[src/logic/sup_pkg.sv]
package sup_pkg;

  // ********************************
  // Time base and counters
  // ********************************
  localparam real CLK_PERIOD_NS = 10.0;
  localparam int CNT_W = 21;
  localparam real BLANK_US = 5.0;
  localparam int BLANK_CYC = int'(BLANK_US * 1000.0 / CLK_PERIOD_NS);
  localparam int INIT_CYC = 4;

  // Power-on and recovery delays per group, in ms
  localparam real PWRON_MS_0 = 0.06;
  localparam real PWRON_MS_1 = 1.9;
  localparam real PWRON_MS_2 = 7.7;
  localparam real PWRON_MS_3 = 15.4;
  localparam real RECOV_MS_0 = 0.03;
  localparam real RECOV_MS_1 = 1.3;
  localparam real RECOV_MS_2 = 5.1;
  localparam real RECOV_MS_3 = 10.2;
  localparam logic [3:0][CNT_W-1:0] PWRON_CYC_DEF = {
    CNT_W'(int'(PWRON_MS_3 * 1.0e6 / CLK_PERIOD_NS)), CNT_W'(int'(PWRON_MS_2 * 1.0e6 / CLK_PERIOD_NS)),
    CNT_W'(int'(PWRON_MS_1 * 1.0e6 / CLK_PERIOD_NS)), CNT_W'(int'(PWRON_MS_0 * 1.0e6 / CLK_PERIOD_NS))};
  localparam logic [3:0][CNT_W-1:0] RECOV_CYC_DEF = {
    CNT_W'(int'(RECOV_MS_3 * 1.0e6 / CLK_PERIOD_NS)), CNT_W'(int'(RECOV_MS_2 * 1.0e6 / CLK_PERIOD_NS)),
    CNT_W'(int'(RECOV_MS_1 * 1.0e6 / CLK_PERIOD_NS)), CNT_W'(int'(RECOV_MS_0 * 1.0e6 / CLK_PERIOD_NS))};

  // ********************************
  // Trip levels, percent of nominal feedback
  // ********************************
  localparam logic [3:0][7:0] UV_PCT = {8'h28, 8'h19, 8'h0e, 8'h08};
  localparam logic [7:0] OV_TRIP_PCT = 8'h07;
  localparam logic [7:0] HYS_PCT = 8'h01;

  // ********************************
  // Register map and reset values
  // ********************************
  localparam logic [11:0] CTRL_OFS = 12'h000;
  localparam logic [11:0] STATUS_OFS = 12'h004;
  localparam logic [11:0] ISTAT_OFS = 12'h008;
  localparam logic [11:0] IMASK_OFS = 12'h00c;
  localparam logic [2:0] IMASK_RST = 3'h0;
  localparam int EV_UV = 0;
  localparam int EV_OV = 1;
  localparam int EV_REL = 2;

  // ********************************
  // Types
  // ********************************
  typedef enum logic [2:0] {ST_OFF, ST_INIT, ST_SOFT, ST_PWRON, ST_RUN, ST_BLANK, ST_FAULT, ST_RECOV} sup_st_t;

  typedef struct packed {
    logic uv_below;
    logic uv_clear;
    logic ov_above;
    logic ov_clear;
  } cmp_t;

  typedef struct packed {
    logic [1:0] grp;
    logic [1:0] uv;
  } cfg_t;

  typedef struct packed {
    sup_st_t st;
    logic [CNT_W-1:0] cnt;
    logic uv_fault;
    cfg_t cfg;
    logic rel;
    logic force_low;
    logic [2:0] istat;
    logic [2:0] imask;
    logic [31:0] rdata;
    logic slverr;
  } sup_q_t;

endpackage

[src/logic/sup_sync.sv]
`timescale 1ns/1ns
// Two-stage synchroniser for asynchronous pin levels
module sup_sync #(
  parameter int W = 1
) (
  input wire logic pclk,
  input wire logic presetn,
  input wire logic [W-1:0] d,
  output logic [W-1:0] q
);

  logic [1:0][W-1:0] s_q;
  logic [1:0][W-1:0] s_d;

  // Stage one feeds only stage two
  always_comb
  begin
    s_d = {s_q[0], d};
  end

  always_ff @(posedge pclk or negedge presetn)
  begin
    if (!presetn)
      s_q <= '0;
    else
      s_q <= s_d;
  end

  assign q = s_q[1];

endmodule

[src/logic/sup_cfg_decode.sv]
`timescale 1ns/1ns
// Maps the decoded resistor selection onto delay group and low trip level
module sup_cfg_decode (
  input wire logic [3:0] sel_code,
  output sup_pkg::cfg_t cfg
);

  always_comb
  begin
    case (sel_code)
      4'h0: cfg = '{grp: 2'h0, uv: 2'h0};
      4'h1: cfg = '{grp: 2'h0, uv: 2'h1};
      4'h2: cfg = '{grp: 2'h0, uv: 2'h2};
      4'h3: cfg = '{grp: 2'h0, uv: 2'h3};
      4'h4: cfg = '{grp: 2'h1, uv: 2'h0};
      4'h5: cfg = '{grp: 2'h1, uv: 2'h1};
      4'h6: cfg = '{grp: 2'h1, uv: 2'h2};
      4'h7: cfg = '{grp: 2'h1, uv: 2'h3};
      4'h8: cfg = '{grp: 2'h2, uv: 2'h1};
      4'h9: cfg = '{grp: 2'h2, uv: 2'h2};
      4'ha: cfg = '{grp: 2'h2, uv: 2'h3};
      4'hb: cfg = '{grp: 2'h3, uv: 2'h0};
      4'hc: cfg = '{grp: 2'h3, uv: 2'h1};
      default: cfg = '{grp: 2'h2, uv: 2'h0};
    endcase
  end

endmodule

[src/logic/output_voltage_reset_supervisor.sv]
`timescale 1ns/1ns
// Overview of operation
// - Reset released only in run and blanking states, low in all other states.
// - Reset pin is open drain; only pulls low, partner supplies pull-up.
// - Power-on delay is timed from soft-start done, then reset is released.
// - Feedback below the low trip level pulls reset low after blanking.
// - Undervoltage recovery past level plus hysteresis waits recovery delay, then releases.
// - Feedback above the high trip level pulls reset low after blanking.
// - Overvoltage recovery below level minus hysteresis waits recovery delay, then releases.
// - Selection sampled once in initialization and latched for all later operation.
// - High trip level is fixed, independent of the selection.
// - Excursion must persist through the whole blanking window to pull reset low.
// - Excursion ending within blanking keeps reset released.
// - Lowest four selections give 0.06 ms and 0.03 ms delays.
// - Middle selections give 1.9/1.3, 7.7/5.1, 15.4/10.2 ms delays.
// - Open or large selection gives 7.7/5.1 ms and -8 percent.
// - High trip level sits 7 percent above nominal.
// - Low trip comparison uses 1 percent hysteresis.
module output_voltage_reset_supervisor #(
  parameter logic [3:0][sup_pkg::CNT_W-1:0] PWRON_CYC = sup_pkg::PWRON_CYC_DEF,
  parameter logic [3:0][sup_pkg::CNT_W-1:0] RECOV_CYC = sup_pkg::RECOV_CYC_DEF
) (
  input wire logic pclk,
  input wire logic presetn,
  input wire logic psel,
  input wire logic penable,
  input wire logic pwrite,
  input wire logic [11:0] paddr,
  input wire logic [31:0] pwdata,
  output logic [31:0] prdata,
  output logic pready,
  output logic pslverr,
  input wire logic enable_pin,
  input wire logic softstart_done,
  input wire sup_pkg::cmp_t feedback_cmp,
  input wire logic [3:0] delay_select_pin,
  output logic [7:0] low_trip_level,
  output logic [7:0] high_trip_level,
  output logic [7:0] low_trip_hysteresis,
  output logic [7:0] high_trip_hysteresis,
  input wire logic reset_out_in,
  output logic reset_out_o,
  output logic reset_out_oe_n,
  output logic irq
);

  // ********************************
  // Input synchronisation
  // ********************************
  logic [10:0] sync_q;
  logic en_s;
  logic ss_s;
  sup_pkg::cmp_t cmp_s;
  logic [3:0] sel_s;
  logic pin_s;
  sup_pkg::cfg_t cfg_dec;

  sup_sync #(
    .W(11)
  ) u_sync (
    .pclk(pclk),
    .presetn(presetn),
    .d({enable_pin, softstart_done, feedback_cmp, delay_select_pin, reset_out_in}),
    .q(sync_q)
  );

  assign {en_s, ss_s, cmp_s, sel_s, pin_s} = sync_q;

  sup_cfg_decode u_dec (
    .sel_code(sel_s),
    .cfg(cfg_dec)
  );

  // ********************************
  // State
  // ********************************
  sup_pkg::sup_q_t s_q;
  sup_pkg::sup_q_t s_d;
  logic exc;
  logic recovered;
  logic [sup_pkg::CNT_W-1:0] cnt_inc;
  logic [sup_pkg::CNT_W-1:0] por_last;
  logic [sup_pkg::CNT_W-1:0] rd_last;
  logic [sup_pkg::CNT_W-1:0] blank_last;
  logic [2:0] ev;
  logic wr_acc;
  logic setup;

  // Excursion and recovery from the comparators
  assign exc = cmp_s.uv_below | cmp_s.ov_above;
  assign recovered = s_q.uv_fault ? cmp_s.uv_clear : cmp_s.ov_clear;
  assign cnt_inc = s_q.cnt + 1'b1;
  assign por_last = PWRON_CYC[s_q.cfg.grp] - 1'b1;
  assign rd_last = RECOV_CYC[s_q.cfg.grp] - 1'b1;
  assign blank_last = sup_pkg::CNT_W'(sup_pkg::BLANK_CYC - 1);
  assign wr_acc = psel & penable & pwrite;
  assign setup = psel & ~penable;

  // Sequencer, register file and event capture
  always_comb
  begin
    s_d = s_q;
    ev = 3'h0;
    case (s_q.st)
      sup_pkg::ST_OFF:
      begin
        s_d.cnt = '0;
        if (en_s)
          s_d.st = sup_pkg::ST_INIT;
      end
      sup_pkg::ST_INIT:
      begin
        s_d.cnt = cnt_inc;
        if (s_q.cnt == sup_pkg::CNT_W'(sup_pkg::INIT_CYC - 1))
        begin
          s_d.cfg = cfg_dec;
          s_d.st = sup_pkg::ST_SOFT;
        end
      end
      sup_pkg::ST_SOFT:
      begin
        s_d.cnt = '0;
        if (ss_s)
          s_d.st = sup_pkg::ST_PWRON;
      end
      sup_pkg::ST_PWRON:
      begin
        s_d.cnt = cnt_inc;
        if (s_q.cnt == por_last)
        begin
          s_d.st = sup_pkg::ST_RUN;
          ev[sup_pkg::EV_REL] = 1'b1;
        end
      end
      sup_pkg::ST_RUN:
      begin
        s_d.cnt = '0;
        if (exc)
          s_d.st = sup_pkg::ST_BLANK;
      end
      sup_pkg::ST_BLANK:
      begin
        s_d.cnt = cnt_inc;
        if (!exc)
          s_d.st = sup_pkg::ST_RUN;
        else if (s_q.cnt == blank_last)
        begin
          s_d.st = sup_pkg::ST_FAULT;
          s_d.uv_fault = cmp_s.uv_below;
          ev[sup_pkg::EV_UV] = cmp_s.uv_below;
          ev[sup_pkg::EV_OV] = cmp_s.ov_above;
        end
      end
      sup_pkg::ST_FAULT:
      begin
        s_d.cnt = '0;
        if (recovered && !exc)
          s_d.st = sup_pkg::ST_RECOV;
      end
      sup_pkg::ST_RECOV:
      begin
        s_d.cnt = cnt_inc;
        if (exc)
        begin
          s_d.st = sup_pkg::ST_FAULT;
          s_d.cnt = '0;
          s_d.uv_fault = cmp_s.uv_below;
        end
        else if (s_q.cnt == rd_last)
        begin
          s_d.st = sup_pkg::ST_RUN;
          ev[sup_pkg::EV_REL] = 1'b1;
        end
      end
      default:
        s_d.st = sup_pkg::ST_OFF;
    endcase
    if (!en_s)
      s_d.st = sup_pkg::ST_OFF;
    // Register writes take effect in the access phase
    if (wr_acc && paddr == sup_pkg::CTRL_OFS)
      s_d.force_low = pwdata[0];
    if (wr_acc && paddr == sup_pkg::IMASK_OFS)
      s_d.imask = pwdata[2:0];
    if (wr_acc && paddr == sup_pkg::ISTAT_OFS)
      s_d.istat = s_q.istat & ~pwdata[2:0];
    // Set wins over write-one-to-clear
    s_d.istat = s_d.istat | ev;
    // released only in run or blanking
    s_d.rel = (s_d.st == sup_pkg::ST_RUN || s_d.st == sup_pkg::ST_BLANK) && !s_d.force_low;
    // Read data captured in the setup phase
    if (setup)
    begin
      s_d.slverr = 1'b0;
      case (paddr)
        sup_pkg::CTRL_OFS:
          s_d.rdata = {31'h0000_0000, s_q.force_low};
        sup_pkg::STATUS_OFS:
          s_d.rdata = {20'h0_0000, s_q.cfg, 5'h00, s_q.uv_fault, pin_s, s_q.rel};
        sup_pkg::ISTAT_OFS:
          s_d.rdata = {29'h0000_0000, s_q.istat};
        sup_pkg::IMASK_OFS:
          s_d.rdata = {29'h0000_0000, s_q.imask};
        default:
        begin
          s_d.rdata = 32'h0000_0000;
          s_d.slverr = 1'b1;
        end
      endcase
    end
  end

  always_ff @(posedge pclk or negedge presetn)
  begin
    if (!presetn)
    begin
      s_q.st <= sup_pkg::ST_OFF;
      s_q.cnt <= '0;
      s_q.uv_fault <= 1'b0;
      s_q.cfg <= '0;
      s_q.rel <= 1'b0;
      s_q.force_low <= 1'b0;
      s_q.istat <= 3'h0;
      s_q.imask <= sup_pkg::IMASK_RST;
      s_q.rdata <= 32'h0000_0000;
      s_q.slverr <= 1'b0;
    end
    else
      s_q <= s_d;
  end

  // ********************************
  // Outputs
  // ********************************
  // APB answers with no wait state
  assign pready = 1'b1;
  assign prdata = s_q.rdata;
  assign pslverr = s_q.slverr & psel & penable;
  assign irq = |(s_q.istat & s_q.imask);
  assign reset_out_o = 1'b0;
  assign reset_out_oe_n = s_q.rel;
  assign low_trip_level = sup_pkg::UV_PCT[s_q.cfg.uv];
  assign high_trip_level = sup_pkg::OV_TRIP_PCT;
  assign low_trip_hysteresis = sup_pkg::HYS_PCT;
  assign high_trip_hysteresis = sup_pkg::HYS_PCT;

  // ********************************
  // Assertions
  // ********************************
  a_pin_never_high: assert property (@(posedge pclk) disable iff (!presetn)
    reset_out_o == 1'b0)
    else $error("reset pin driven high");

  a_hold_until_por: assert property (@(posedge pclk) disable iff (!presetn)
    (s_q.st inside {sup_pkg::ST_OFF, sup_pkg::ST_INIT, sup_pkg::ST_SOFT, sup_pkg::ST_PWRON})
    |-> !reset_out_oe_n)
    else $error("reset released before power-on delay");

  a_fault_low: assert property (@(posedge pclk) disable iff (!presetn)
    (s_q.st inside {sup_pkg::ST_FAULT, sup_pkg::ST_RECOV}) |-> !reset_out_oe_n)
    else $error("reset released while out of window");

  a_por_length: assert property (@(posedge pclk) disable iff (!presetn)
    (s_q.st == sup_pkg::ST_RUN && $past(s_q.st) == sup_pkg::ST_PWRON)
    |-> $past(s_q.cnt) == por_last && reset_out_oe_n == !s_q.force_low)
    else $error("power-on delay length wrong");

  a_recov_length: assert property (@(posedge pclk) disable iff (!presetn)
    (s_q.st == sup_pkg::ST_RUN && $past(s_q.st) == sup_pkg::ST_RECOV)
    |-> $past(s_q.cnt) == rd_last)
    else $error("recovery delay length wrong");

  a_blank_length: assert property (@(posedge pclk) disable iff (!presetn)
    (s_q.st == sup_pkg::ST_FAULT && $past(s_q.st) == sup_pkg::ST_BLANK)
    |-> $past(s_q.cnt) == blank_last && $past(exc))
    else $error("trip before blanking elapsed");

  a_glitch_ignored: assert property (@(posedge pclk) disable iff (!presetn)
    (s_q.st == sup_pkg::ST_BLANK && !exc && en_s)
    |=> s_q.st == sup_pkg::ST_RUN && (reset_out_oe_n || s_q.force_low))
    else $error("short excursion not ignored");

  a_uv_trip_flag: assert property (@(posedge pclk) disable iff (!presetn)
    (s_q.st == sup_pkg::ST_BLANK && s_q.cnt == blank_last && cmp_s.uv_below && en_s)
    |=> s_q.istat[sup_pkg::EV_UV] && s_q.uv_fault ##1 !reset_out_oe_n)
    else $error("undervoltage trip not taken");

  a_ov_trip_flag: assert property (@(posedge pclk) disable iff (!presetn)
    (s_q.st == sup_pkg::ST_BLANK && s_q.cnt == blank_last && cmp_s.ov_above && en_s)
    |=> s_q.istat[sup_pkg::EV_OV] && s_q.st == sup_pkg::ST_FAULT)
    else $error("overvoltage trip not taken");

  a_ov_recover: assert property (@(posedge pclk) disable iff (!presetn)
    (s_q.st == sup_pkg::ST_FAULT && !s_q.uv_fault && !cmp_s.ov_clear)
    |=> s_q.st != sup_pkg::ST_RECOV)
    else $error("overvoltage recovery before hysteresis");

  a_cfg_latched: assert property (@(posedge pclk) disable iff (!presetn)
    (s_q.st != sup_pkg::ST_INIT && $past(s_q.st) != sup_pkg::ST_INIT) |-> $stable(s_q.cfg))
    else $error("configuration changed after init");

  a_ov_fixed: assert property (@(posedge pclk) disable iff (!presetn)
    $changed(s_q.cfg) |-> high_trip_level == 8'h07)
    else $error("high trip level follows selection");

  a_uv_recover: assert property (@(posedge pclk) disable iff (!presetn)
    (s_q.st == sup_pkg::ST_FAULT && s_q.uv_fault && !cmp_s.uv_clear)
    |=> s_q.st != sup_pkg::ST_RECOV)
    else $error("undervoltage recovery before hysteresis");

  a_soft_wait: assert property (@(posedge pclk) disable iff (!presetn)
    (s_q.st == sup_pkg::ST_SOFT && !ss_s)
    |=> s_q.st != sup_pkg::ST_PWRON)
    else $error("power-on delay started before soft-start done");

  a_blank_restart: assert property (@(posedge pclk) disable iff (!presetn)
    (s_q.st == sup_pkg::ST_BLANK && $past(s_q.st) != sup_pkg::ST_BLANK)
    |-> s_q.cnt == '0)
    else $error("blanking window not restarted");

  a_run_released: assert property (@(posedge pclk) disable iff (!presetn)
    (s_q.st == sup_pkg::ST_RUN && !s_q.force_low)
    |-> reset_out_oe_n)
    else $error("reset held low while inside window");

  a_uv_flag_sticky: assert property (@(posedge pclk) disable iff (!presetn)
    (s_q.istat[sup_pkg::EV_UV] && !(wr_acc && paddr == sup_pkg::ISTAT_OFS && pwdata[sup_pkg::EV_UV]))
    |=> s_q.istat[sup_pkg::EV_UV])
    else $error("undervoltage flag lost without clear");

endmodule

[config.mk]
export PLATFORM = sky130hd
export DESIGN_NAME = output_voltage_reset_supervisor
export DESIGN_NICKNAME = d
export VERILOG_FILES = /design/src/logic/sup_pkg.sv /design/src/logic/sup_sync.sv /design/src/logic/sup_cfg_decode.sv /design/src/logic/output_voltage_reset_supervisor.sv
export SDC_FILE = /design/constraint.sdc
export NUM_CORES = 1
export LEC_CHECK = 0
export BUFFER_PORTS_ARGS = -buffer_cell sky130_fd_sc_hd__buf_4
export CORE_MARGIN = 1
export CORE_UTILIZATION = 56
export CTS_CLUSTER_SIZE = 16
export DETAILED_ROUTE_END_ITERATION = 10
export PLACE_DENSITY_LB_ADDON = 0.25
export SETUP_SLACK_MARGIN = 0.02
export SKIP_CTS_REPAIR_TIMING = 1
export SLEW_MARGIN = 20
export SYNTH_ARGS = -nofsm -noshare
export SYNTH_HDL_FRONTEND = slang
export SYNTH_HIERARCHICAL = 1
export SYNTH_SLANG_ARGS = --single-unit
[constraint.sdc]
create_clock -name pclk -period 4.9 [get_ports pclk]
set_clock_uncertainty 0.2 [all_clocks]
set_input_delay 0.245 -clock pclk [delete_from_list [all_inputs] [get_ports pclk]]
set_output_delay 0.245 -clock pclk [all_outputs]
set_load 0.01 [all_outputs]
==> results.sh <==
export IMPL_status="complete, no violations"
export IMPL_pre_cts_slack_ns=1.673
export IMPL_antenna_found_initial=0
export IMPL_post_route_period_util_pct=66.66
export IMPL_power_density_nw_per_um2=347.2
export IMPL_grt_pass1_wl_um=12190
export IMPL_clock_latency_ns=0.35
export IMPL_place_gp_congestion=0.8798
export IMPL_holdPathStages=4
export IMPL_tightestPinTransition_ns=0.8114
export IMPL_rr_startpoint="s_q[44]$_DFFE_PN0P_"
export IMPL_yosysTopAreaCell="dfrtp_1"
export IMPL_min_to="prdata[0]$_DFFE_PN0P_"
export IMPL_max_vdd_ir_drop_v=0.0002276
export IMPL_synth_ff_type="dfrtp_1"
export IMPL_cap_violations=0
export IMPL_fin_ws_ns=1.634
export IMPL_synth_top_area_share_pct=41.19
export IMPL_path_buf_inv=1
export IMPL_async_flop_share_pct=100.0
export IMPL_synth_area_leaders="dfrtp_1 (41%), buf_4 (12%), ha_1 (4.3%), xor2_1 (4.3%), xnor2_1 (4.1%)"
export IMPL_synthCells=418
export IMPL_overflow=0
export IMPL_finalSetupViolations=0
export IMPL_synth_cell_type_count=54
export IMPL_synthesis_area_sq_um=4070
export IMPL_grt_max_degree=68
export IMPL_cts_sinks=67
export IMPL_grt_pass1_vias=2553
export IMPL_cts_max_level=3
export IMPL_ys_seq_elements=67
export IMPL_dieArea_sq_um=7613
export IMPL_drtPass1Iterations=5
export IMPL_synthToLayoutAreaGrowth_pct=10.94
export IMPL_drt_met1_wl_um=3437
export IMPL_p_leak_uw=0.002088
export IMPL_drive_gt1_share_pct=16.85
export IMPL_hpwlAfterDp_um=5354
export IMPL_cp_max_fo=14
export IMPL_holdCritStartpoint="paddr[11]"
export IMPL_layout_area_seq_sq_um=1677
export IMPL_finalHoldViolations=0
export IMPL_critPathKind="reg -> reg"
export IMPL_vias=2864
export IMPL_clkTransAtPathRegs_ns=0.08
export IMPL_routed_wl_um=7592
export IMPL_synth_seq_area_share_pct=41.19
export IMPL_worstPathRequired_ns=4.96
export IMPL_dieHeight_um=87.26
export IMPL_cp_arrival_ns=3.33
export IMPL_port_buffers=45
export IMPL_initial_utilization_pct=58.93
export IMPL_critPathMostFrequentCell="ha_1"
export IMPL_avgSynthCellArea_sq_um=9.737
export IMPL_avgViaCountPerCell=5.123
export IMPL_numCtsBuffers=9
export IMPL_ys_warn_count=6
export IMPL_relSlewSlack_pct=45.91
export IMPL_pin_count=129
export IMPL_die_w_um=87.26
export IMPL_wire_per_inst_um=13.58
export IMPL_tritoncts="built"
export IMPL_diodes=0
export IMPL_ant_nets=0
export IMPL_multiInputGateArea_sq_um=1967
export IMPL_slew_violations=0
export IMPL_max_clock_freq_mhz=306.2
export IMPL_cp_end_kind="register"
export IMPL_wl_met2_um=3590
export IMPL_reg2reg_depth=9
export IMPL_met3_length_um=449
export IMPL_rsz0062_at_grt="false"
export IMPL_cp_slowest_cell="dfrtp_1"
export IMPL_synth_edf_count=0
export IMPL_critPathMaxStageDelay_ns=0.64
export IMPL_period_needed_ns=3.266
export IMPL_final_nets=532
export IMPL_rr_endpoint="reset_out_oe_n$_DFF_PN0_"
export IMPL_min_path_type="in -> reg"
export IMPL_drc=0
export IMPL_rrSetupSlack_ns=1.63
export IMPL_clockRootBuffer="clkbuf_8"
export IMPL_highest_layer="met4"
export IMPL_grt_total_usage_pct=21.15
export IMPL_fillers=573
export IMPL_core_area_sq_um=6907
export IMPL_cp_cell_sequence="inv_1, ha_1, ha_1, xor2_1, o21ai_0, or4_4, nor4_4, o211ai_2, nor4b_2"
export IMPL_cts_buffer_depth=2
export IMPL_crit_family="simple AND/OR/NAND/NOR gates"
export IMPL_cp_start_kind="register"
export IMPL_drt_iter0_markers=244
export IMPL_num_rows=30
export IMPL_setup_tns_ns=0
-- sequential cells by signal, indices dropped and copies added, names as in the netlist --
name            count
reset_out_oe_n      1
u_sync/q           11
s_q                37
prdata              7
u_sync/s_d         11
-- per-layer routing --
layer  GRT usage, %  vias to the layer above
li1               -                     1383
met1          29.76                     1348
met2          32.53                      122
met3          3.697                       11
met4          8.495                        0
met5              0                        -
-- tightest hold or removal path, delay by kind of cell --
family | cells | cell delay, ns
compound gates | 1 | 0.07
buf+inv | 1 | 0.08
simple gates | 2 | 0.12
-- layout make-up --
type,instances,share of cell area [%]
clock inverter,6,1.940
multi-input combinational,308,43.56
tap,96,2.660
timing repair buffer,61,10.97
sequential,67,37.13
clock buffer,10,2.826
inverter,11,0.9144
-- cell usage after synthesis (all sizes together) (2+ instances only) --
cell and number:
or3b 2, nor2 34, nor4 10, nand3b 4, nor3 4, xor2 20, clkbuf 14, a31oi 3
dfrtp 67, a22o 2, inv 11, mux2i 2, nor4b 3, and3 5, o21ai 16, nand2 33
buf 70, nand4 11, mux2 11, and2 3, ha 14, nor2b 4, nand3 17, o31ai 4
xnor2 19, a21oi 7, or3 6, conb 2, a22oi 2, nand2b 2, or2 2
-- worst max path at each step --
stage / from / to / slack, ns / cells after the start
2_1_floorplan: s_q[44]$_DFFE_PN0P_ / reset_out_oe_n$_DFF_PN0_ / 1.92 / 10
3_3_place_gp: s_q[44]$_DFFE_PN0P_ / reset_out_oe_n$_DFF_PN0_ / 1.70 / 9
3_5_place_dp: s_q[44]$_DFFE_PN0P_ / reset_out_oe_n$_DFF_PN0_ / 1.67 / 9
4_1_cts: s_q[44]$_DFFE_PN0P_ / reset_out_oe_n$_DFF_PN0_ / 1.66 / 9
5_1_grt: s_q[44]$_DFFE_PN0P_ / reset_out_oe_n$_DFF_PN0_ / 1.39 / 9
6_report: s_q[44]$_DFFE_PN0P_ / reset_out_oe_n$_DFF_PN0_ / 1.63 / 9
-- cell families (layout without fill, tap and decap cells) --
group,count (synthesis),after routing,synth area share (%)
compound gates,44,44,7.532
xor+xnor,39,39,8.392
fa+ha+maj,14,14,4.304
buf+inv,95,88,15.28
flops,67,67,41.19
mux,14,14,4.089
other cells,2,54,0.1845
simple gates,143,143,19.03
-- layout by cell type, fill, tap and decap left out, types with 7 or more instances in the layout --
| master | instances |
|---|---|
| o21ai_0 | 12 |
| dfrtp_1 | 67 |
| xnor2_1 | 19 |
| nor4_1 | 8 |
| conb_1 | 54 |
| mux2_2 | 7 |
| nand4_1 | 10 |
| nand3_1 | 17 |
| inv_1 | 11 |
| xor2_1 | 20 |
| dlygate4sd3_1 | 15 |
| nand2_1 | 33 |
| clkbuf_8 | 9 |
| ha_1 | 14 |
| buf_4 | 46 |
| a21oi_1 | 7 |
| nor2_1 | 34 |
-- power breakdown --
group | switching [uW] | internal (uW) | leakage [uW]
Clock | 216 | 287 | 0.000111
Combinational | 218 | 186 | 0.00112
Sequential | 69.6 | 590 | 0.000860
-- through the flow --
| step | instance area, sq um | hold slack [ns] | cells | util (%) | total power [uW] |
|---|---|---|---|---|---|
| after floorplan | 4265 | -0.2506 | 470 | - | 984.2 |
| after global placement | 4150 | 0.1316 | 528 | 60.09 | 1048 |
| after detailed placement | 4150 | 0.1347 | 528 | 60.09 | 1059 |
| after CTS | 4365 | -0.2177 | 544 | 63.21 | 1562 |
| after global routing | 4516 | 0.03509 | 559 | 65.38 | 1651 |
| final | 4516 | 0.005801 | 559 | 65.38 | 1568 |
(Power assumes the default switching activity.)
